<file path="config.mk">
export PLATFORM = sky130hd
export DESIGN_NAME = core_tick_down_counter
export DESIGN_NICKNAME = d
export VERILOG_FILES = /design/src/rtl/tick_timer_pkg.sv /design/src/rtl/core_tick_down_counter.sv /design/src/rtl/tick_rate_gate.sv
export SDC_FILE = /design/constraint.sdc
export NUM_CORES = 1
export LEC_CHECK = 0
export BUFFER_PORTS_ARGS = -buffer_cell sky130_fd_sc_hd__buf_2
export CORE_MARGIN = 5
export CORE_UTILIZATION = 55
export CTS_CLUSTER_DIAMETER = 40
export DETAILED_ROUTE_END_ITERATION = 12
export PLACE_DENSITY = 0.81
export SLEW_MARGIN = 20
export SYNTH_ARGS = -nofsm -noshare
export SYNTH_HDL_FRONTEND = slang
export SYNTH_SLANG_ARGS = --single-unit
</file>
<file path="constraint.sdc">
create_clock -name mclk -period 3.25 [get_ports mclk]
set_input_delay 0 -clock mclk [delete_from_list [all_inputs] [get_ports mclk]]
set_output_delay 0 -clock mclk [all_outputs]
set_load 0.05 [all_outputs]
</file>
<file path="src/rtl/tick_timer_pkg.sv">
// constants shared by the tick down counter design
package tick_timer_pkg;

  // ****************************************
  // counter geometry
  // ****************************************
  localparam int COUNT_W = 24;              // down counter and reload width
  localparam int ADDR_W  = 12;              // register port address width
  localparam int DATA_W  = 32;              // register port data width

  // ****************************************
  // register offsets from the timer base
  // ****************************************
  localparam logic [11:0] OFF_CONTROL_STATUS = 12'h010;
  localparam logic [11:0] OFF_RELOAD_VALUE   = 12'h014;
  localparam logic [11:0] OFF_CURRENT_VALUE  = 12'h018;
  localparam logic [11:0] OFF_CALIBRATION    = 12'h01c;

  // ****************************************
  // control and status field positions
  // ****************************************
  localparam int BIT_ENABLE       = 0;      // counting enable
  localparam int BIT_IRQ_ENABLE   = 1;      // zero_irq_enable
  localparam int BIT_CLOCK_SELECT = 2;      // count_clock_select
  localparam int BIT_ZERO_FLAG    = 16;     // zero_reached_flag

  // ****************************************
  // calibration field positions and reset
  // ****************************************
  localparam int TEN_MILLI_MSB   = 23;      // ten_milli_count upper bit
  localparam int BIT_SKEW        = 30;      // skew indicator
  localparam int BIT_NO_REF      = 31;      // no_reference_indicator
  localparam logic [31:0] CALIB_RESET = 32'h0000_0004;

  // ****************************************
  // reset values of the writable fields
  // ****************************************
  localparam logic [31:0] CONTROL_RESET = 32'h0000_0000;
  localparam logic [31:0] RELOAD_RESET  = 32'h0000_0000;
  localparam logic [31:0] CURRENT_RESET = 32'h0000_0000;

endpackage

</file>
<file path="src/rtl/core_tick_down_counter.sv">
// tick down counter with reload, zero flag and register port
// ****************************************
// Notes on behaviour
// - zero reloads counter from 24-bit reload value
// - control bit 0 enables counting, resets 0
// - control bit 1 gates tick interrupt at zero
// - control bit 2: 1 full clock, 0 half
// - flag bit 16 reports zero, read clears
// - current value read returns 24-bit count
// - current value write clears count and flag
// - four registers at 0x010..0x01c, calibration resets 4
// - half rate made internally, no pins used
// - calibration comes from configuration block value
// ****************************************
`timescale 1ns/1ps
module core_tick_down_counter #(
  parameter int COUNT_WIDTH = tick_timer_pkg::COUNT_W
) (
  // clock, reset and freeze
  input  wire logic        mclk,
  input  wire logic        rst,
  input  wire logic        ce,
  // register port from the core
  input  wire logic        reg_req,
  input  wire logic        reg_write,
  input  wire logic [11:0] reg_addr,
  input  wire logic [31:0] reg_wdata,
  output logic      [31:0] reg_rdata,
  output logic             reg_ack,
  // calibration from the system configuration block
  input  wire logic [31:0] calibration_source_value,
  // tick interrupt to the core
  output logic             tick_irq
);

  // ****************************************
  // state
  // ****************************************
  typedef struct packed {
    logic [COUNT_WIDTH-1:0] count;          // down counter
    logic [COUNT_WIDTH-1:0] reload;         // reload value
    logic                   enable;         // counting enable
    logic                   irq_en;         // zero_irq_enable
    logic                   clk_sel;        // count_clock_select
    logic                   flag;           // zero_reached_flag
    logic [31:0]            calib;          // calibration image
    logic [31:0]            rdata;          // read data register
    logic                   ack;            // answer strobe
    logic                   irq;            // interrupt pulse
  } tick_state_t;

  tick_state_t st_q;                        // registered state
  tick_state_t st_d;                        // next state
  logic        count_tick;                  // count strobe from the gate
  logic        zero_hit;                    // counter steps from one to zero
  logic        reload_hit;                  // counter at zero reloads
  logic        wr_csr;                      // write to control and status
  logic        wr_rvr;                      // write to reload value
  logic        wr_cvr;                      // write to current value
  logic        rd_csr;                      // read of control and status
  logic        rd_cvr;                      // read of current value

  // ****************************************
  // count rate
  // ****************************************
  // half rate strobe, no external pin and no second clock
  tick_rate_gate u_gate (
    .mclk      (mclk),
    .rst       (rst),
    .ce        (ce),
    .full_rate (st_q.clk_sel),
    .tick      (count_tick)
  );

  // ****************************************
  // next state
  // ****************************************
  // one combinational pass over every field of the state
  always_comb begin
    st_d   = st_q;
    wr_csr = reg_req && reg_write && (reg_addr == tick_timer_pkg::OFF_CONTROL_STATUS);
    wr_rvr = reg_req && reg_write && (reg_addr == tick_timer_pkg::OFF_RELOAD_VALUE);
    wr_cvr = reg_req && reg_write && (reg_addr == tick_timer_pkg::OFF_CURRENT_VALUE);
    rd_csr = reg_req && !reg_write && (reg_addr == tick_timer_pkg::OFF_CONTROL_STATUS);
    rd_cvr = reg_req && !reg_write && (reg_addr == tick_timer_pkg::OFF_CURRENT_VALUE);
    // counting only while enabled and on the selected strobe
    zero_hit   = st_q.enable && count_tick && !wr_cvr
                 && (st_q.count == COUNT_WIDTH'(1));
    reload_hit = st_q.enable && count_tick && !wr_cvr && (st_q.count == '0);

    // counter: write clears, zero reloads, otherwise step down
    if (wr_cvr) begin
      st_d.count = '0;
    end else if (reload_hit) begin
      st_d.count = st_q.reload;
    end else if (st_q.enable && count_tick) begin
      st_d.count = st_q.count - COUNT_WIDTH'(1);
    end

    // flag: a zero event in the same cycle beats the read clear; a current value write blocks the zero event
    if (zero_hit) begin
      st_d.flag = 1'b1;
    end else if (rd_csr || wr_cvr) begin
      st_d.flag = 1'b0;
    end

    // interrupt pulse only when enabled, for one cycle per zero
    st_d.irq = zero_hit && st_q.irq_en;

    // control fields; reserved bits are left to software
    if (wr_csr) begin
      st_d.enable  = reg_wdata[tick_timer_pkg::BIT_ENABLE];
      st_d.irq_en  = reg_wdata[tick_timer_pkg::BIT_IRQ_ENABLE];
      st_d.clk_sel = reg_wdata[tick_timer_pkg::BIT_CLOCK_SELECT];
    end
    if (wr_rvr) begin
      st_d.reload = reg_wdata[COUNT_WIDTH-1:0];
    end

    // calibration follows the configuration value; writes do nothing
    st_d.calib = '0;
    st_d.calib[tick_timer_pkg::TEN_MILLI_MSB:0] =
      calibration_source_value[tick_timer_pkg::TEN_MILLI_MSB:0];
    st_d.calib[tick_timer_pkg::BIT_SKEW]   = calibration_source_value[tick_timer_pkg::BIT_SKEW];
    st_d.calib[tick_timer_pkg::BIT_NO_REF] = calibration_source_value[tick_timer_pkg::BIT_NO_REF];

    // every request gets one answer; unmapped reads return zero
    st_d.ack   = reg_req;
    st_d.rdata = '0;
    if (reg_req && !reg_write) begin
      unique case (reg_addr)
        tick_timer_pkg::OFF_CONTROL_STATUS: begin
          st_d.rdata[tick_timer_pkg::BIT_ENABLE]       = st_q.enable;
          st_d.rdata[tick_timer_pkg::BIT_IRQ_ENABLE]   = st_q.irq_en;
          st_d.rdata[tick_timer_pkg::BIT_CLOCK_SELECT] = st_q.clk_sel;
          st_d.rdata[tick_timer_pkg::BIT_ZERO_FLAG]    = st_q.flag;
        end
        tick_timer_pkg::OFF_RELOAD_VALUE: begin
          st_d.rdata[COUNT_WIDTH-1:0] = st_q.reload;
        end
        tick_timer_pkg::OFF_CURRENT_VALUE: begin
          st_d.rdata[COUNT_WIDTH-1:0] = st_q.count;
        end
        tick_timer_pkg::OFF_CALIBRATION: begin
          st_d.rdata = st_q.calib;
        end
        default: begin
          st_d.rdata = '0;
        end
      endcase
    end
  end

  // ****************************************
  // state register
  // ****************************************
  // synchronous reset; low clock enable freezes everything
  always_ff @(posedge mclk) begin
    if (rst) begin
      st_q         <= '0;
      st_q.enable  <= tick_timer_pkg::CONTROL_RESET[tick_timer_pkg::BIT_ENABLE];
      st_q.irq_en  <= tick_timer_pkg::CONTROL_RESET[tick_timer_pkg::BIT_IRQ_ENABLE];
      st_q.clk_sel <= tick_timer_pkg::CONTROL_RESET[tick_timer_pkg::BIT_CLOCK_SELECT];
      st_q.reload  <= tick_timer_pkg::RELOAD_RESET[COUNT_WIDTH-1:0];
      st_q.count   <= tick_timer_pkg::CURRENT_RESET[COUNT_WIDTH-1:0];
      st_q.calib   <= tick_timer_pkg::CALIB_RESET;
    end else if (ce) begin
      st_q <= st_d;
    end
  end

  // outputs straight from the state flops
  assign reg_rdata = st_q.rdata;
  assign reg_ack   = st_q.ack;
  assign tick_irq  = st_q.irq;
endmodule

</file>
<file path="src/rtl/tick_rate_gate.sv">
// count clock enable: full system rate or every second cycle
`timescale 1ns/1ps
module tick_rate_gate (
  // clock and reset
  input  wire logic mclk,
  input  wire logic rst,
  input  wire logic ce,
  // control
  input  wire logic full_rate,
  // count strobe
  output logic      tick
);

  // ****************************************
  // state
  // ****************************************
  typedef struct packed {
    logic phase;                            // high on every second cycle
  } gate_state_t;

  gate_state_t st_q;                        // registered state
  gate_state_t st_d;                        // next state

  // a phase toggle keeps the half rate inside the one clock domain
  always_comb begin
    st_d       = st_q;
    st_d.phase = ~st_q.phase;
  end

  // registers freeze while the clock enable is low
  always_ff @(posedge mclk) begin
    if (rst) begin
      st_q <= '0;
    end else if (ce) begin
      st_q <= st_d;
    end
  end

  // full rate strobes every cycle, half rate only on the phase
  assign tick = full_rate | st_q.phase;

endmodule

</file>
======== Word level (Yosys, flattened, before mapping) ========
Index checks and enable logic that the tools add are counted.
operators by class
  add/sub/neg operators ................... 1
  equal/unequal tests ..................... 5
  multiplexer cells ....................... 11
  bitwise logic cells ..................... 2
  reductions and logical operators ........ 21
operator list
  operator                 number
  $mux W24                 3
  $eq A12 B5 Y1 const B    4
  $pmux W13 S3             1
  $mux W32                 1
  $eq A24 B1 Y1 const B    1
  $logic_not A24 Y1        1
  $sub A24 B1 Y24 const B  1
  $pmux W7 S3              1
  $pmux W3 S4              1
  $logic_and A1 B1 Y1      11
  $mux W8                  1
  $reduce_and A2 Y1        4
  $pmux W1 S4              1
  $reduce_bool A3 Y1       1
  $logic_not A1 Y1         2
  $mux W1                  2
  $reduce_bool A2 Y1       1
  $logic_or A1 B1 Y1       1
  $not A1 Y1               1
  $or A1 B1 Y1             1
storage, ports and cells
  register bits after elaboration ......... 113
  input port bits ......................... 81
  output and inout bits ................... 34

======== Depth between registers and ports, before layout ========
  depth after elaboration ................. 7
  gate-level depth with buffers ........... 8
  gate-level depth less buffers ........... 7

======== By module ========
From an unflattened synthesis, not the netlist that was laid out.
second synthesis, totals
  cells, all modules ...................... 592
  area total of the unflattened synthesis .. 5,195.0 um2
by module, submodules not included
  module                  times used  cells each  area each (um2)  seq. area each (um2)
  core_tick_down_counter  1           588         5,156.2          2,122.0
  tick_rate_gate          1           4           38.8             20.0

======== Worst setup path before layout ========
OpenSTA, ideal clock, no wires.
  kind .................................... flip-flop to flip-flop
  start point ............................. reg st_q[98] (netlist bit)
  end point ............................... reg st_q[105] (netlist bit)
  arrival time ............................ 2,108 ps
  data required time ...................... 3,116 ps
  setup slack ............................. 1,009 ps
  stages on the path, launching flop included .. 9
  path through ............................ dfxtp_1 > buf_2 > nor4_2 > nand4_1 > or2_2 > buf_2 > buf_4 > mux2i_1 > o22ai_1
between the ends
  longest elaborated chain between the ends .. 4
  elaborated cells on any way between the ends .. 8
ends and longest elaborated chain
  what                                                  line                                                        RTL
  start: declaration                                    core_tick_down_counter.sv:52                                tick_state_t st_q;
  start signal: assignment                              core_tick_down_counter.sv:168                               st_q <= st_d;
  $sub A24 B1 Y24 or $logic_not A24 Y1 (tied branches)  core_tick_down_counter.sv:97, core_tick_down_counter.sv:89
  $mux W24 or $logic_and A1 B1 Y1 (tied branches)       core_tick_down_counter.sv:96, core_tick_down_counter.sv:89
  $mux W24 or $reduce_bool A3 Y1 (tied branches)        n/a
  $mux W24 or $reduce_and A2 Y1 (tied branches)         n/a
Parallel ways exist; a longest one is shown, timed or not. The select of a mux whose other input is x is not followed.
A chain may end at the register's enable or synchronous reset.

======== Worst setup path after layout ========
  start point ............................. reg st_q[112] (netlist bit)
  end point ............................... reg st_q[94] (netlist bit)
between the ends
  longest elaborated chain between the ends .. 4
  elaborated cells on any way between the ends .. 6
ends and longest elaborated chain
  what                                                      line                          RTL
  $logic_not A24 Y1 (*)                                     core_tick_down_counter.sv:89  reload_hit = st_q.enable && count_tick && !wr_cvr && (st_q.count == '0);
  $logic_and A1 B1 Y1 (*)                                   core_tick_down_counter.sv:89
  $reduce_bool A3 Y1 (no line) or $mux W24 (tied branches)  n/a
  $reduce_and A2 Y1 (no line) or $mux W24 (tied branches)   n/a
Mark *: on every way between the ends. The rest lies on a longest branch, timed or not.

==> metrics.yaml <==
status: "completed"
ir_drop_mv: 0.237
cts_tree: "done"
wl_mm: 14.0
clock_skew_ns: 0.00951
place.gp.congestion: 0.879
hold_viol_final: 0
critPathMaxFanout: 24
stdcell_count: 841
cts_setup_buffers: 0
htree_levels: 3
finalPower_mw: 2.51
cts_buffers: 9
cp-end-kind: "flip-flop"
timing.setup.tns_ns: 0
relSlewSlack_pct: 32.3
root_buffer: "clkbuf_8"
p_per_area_mw_per_mm2: 397
vias_per_cell: 5.73
overflow: 0
min_path_cells: 3
rows: 35
drtIter0Drc: 649
num_vias: 4821
synth_seq_cells: 107
finish.utilization_pct: 68.1
yosys_warnings: 0
ys_seq_area_share_pct: 40.7
grt_max_degree: 38
layout_common_cells: "dfxtp_1, buf_2, nand2_1"
hpwl_mm: 9.36
initial_utilization_pct: 56.6
clk_latency_ns: 0.37
setup_violations: 0
grt_util_all_layers_pct: 24.4
grt_pass1_vias: 4763
cap_violations: 0
synth_area_per_cell_um2: 8.62
netlist_instances: 610
reg2reg_depth: 5
max_freq_mhz: 397
min_path_type: "in -> reg"
cp.required_ns: 3.50
yosys.cell_types.count: 53
synth_ff_type: "dfxtp_1"
layout_commonest_cell: "dfxtp_1"
drcViolationCount: 0
area_delta_synth_final_pct: 20.2
port-buffer-count: 94
worst-endpoint-arrival_ns: 2.77
p_leak_nw: 2.54
crit_type: "reg -> reg"
finish.instance_area_mm2: 0.00632
post-place-cells: 774
clock_path_buffers: 2
final_net_count: 791
io_pins: 115
coreArea_mm2: 0.00928
wl_per_cell_um: 16.6
drt_pass1_iterations: 6
rsz0062_at_grt: "no"
synth_edf_count: 0
die_area_mm2: 0.0116
start_kind: "flip-flop"
grt_pass1_wl_mm: 23.0
finalCritPeriodShare_pct: 77.5
syn_area_mm2: 0.00526
die_width_um: 108
place_area_mm2: 0.00558
drive_gt1_share_pct: 22.2
drtAntennaViolNets: 0
cts_sinks: 107
clk_pin_slew_ns: 0.10
synth-async-reset-ratio_pct: 0
final_max_slew_viol_count: 0
fill_cells: 700
antenna_found_initial: 0
antennaDiodeCount: 0
tightest_slew_ns: 1.01
die_h_um: 108
min_period_ns: 2.52
## cell families after synthesis
group,count (synthesis),share of synthesized area [%]
AND/OR/NAND/NOR,199,17.6
XOR/XNOR,3,0.500
AO/OA/AOI/OAI,138,16.9
multiplexers,66,14.0
other,1,0.0713
buffers and inverters,93,9.45
adder cells (fa/ha/maj),3,0.714
flip-flops,107,40.7
## flip-flops by register name (all words and copies together), names as in the netlist
| signal | flops |
|---|---|
| reg_ack | 1 |
| reg_rdata | 26 |
| st_q | 78 |
| tick_irq | 1 |
| u_gate.st_q | 1 |
## timing repair
action	CTS	global route
hold endpoints to repair	54	0
endpoints found under the setup margin	0	0
hold buffers	51	0
resized for setup	0	0
## power by group
group / total [mW] / internal, mW / leakage [nW] / switching, mW
Clock: 0.928 / 0.462 / 0.113 / 0.466
Sequential: 1.34 / 1.33 / 0.867 / 0.0118
Combinational: 0.236 / 0.117 / 1.56 / 0.118
Total: 2.51 / 1.91 / 2.54 / 0.596
## synth_stat cells (4+ instances only)
master     instances  share of area [%]
nor2b_1            5               0.59
a21oi_1           29                2.8
nor2_1            48                3.4
nand3_1            9               0.86
buf_1              8               0.57
mux4_2             4                1.7
a22oi_1           22                3.1
inv_1             14                1.0
clkbuf_1          29                2.1
mux2_2            20                4.3
mux2i_1           42                8.0
o31ai_1           11                1.6
nand4_1            5               0.59
dfxtp_1          107                 41
buf_2              7               0.67
o21ai_0           14                1.3
nor4_1            10                1.2
o211ai_1           5               0.71
o2bb2ai_1          9                1.5
nand2_1           85                6.1
o21ai_1           19                1.8
buf_4             33                4.7
o22ai_1            8               0.95
nor3_1            15                1.4
a31oi_1            9                1.1
## final cells by class
| cell class | instances | area (um^2) | share of cell area (%) |
|---|---|---|---|
| clock inverter | 6 | 93.8 | 1.49 |
| inverter | 14 | 52.6 | 0.832 |
| timing repair buffer | 160 | 1090 | 17.3 |
| tap | 129 | 161 | 2.55 |
| clock buffer | 10 | 138 | 2.18 |
| sequential | 107 | 2140 | 33.9 |
| multi-input combinational | 415 | 2640 | 41.7 |
## routing by layer
layer / vias up / global-route usage, % / routed length [um]
met5: - / 0 / 0
met4: 0 / 8.66 / 342
met3: 32 / 5.16 / 1040
met2: 226 / 41.4 / 6880
met1: 2235 / 30.5 / 5710
li1: 2328 / - / -
## through the flow
stage | setup slack (ns) | hold slack [ns]
detailed placement | 0.824 | 0.219
global placement | 0.923 | 0.208
CTS | 0.825 | 0.0652
floorplan | 1.01 | 0.122
finish | 0.730 | 0.0722
global route | 0.533 | 0.0890
## critical path, cell delays in order (launching register included)
cell     delay [ns]
dfxtp_1        0.42
nor4_1         0.61
nand4_1        0.35
or2_2          0.63
o21ai_0        0.27
o22ai_1        0.11
## path summary, 6_finish.rpt
kind	start	end	slack, ns
max reg2reg	st_q[112]	st_q[94]	0.73
min reg2reg	reg_rdata[22]	reg_rdata[22]	0.45
min	reg_write	reg_rdata[0]	0.07
max	st_q[112]	st_q[94]	0.73
Note: power is estimated with default switching activity, not from simulation.
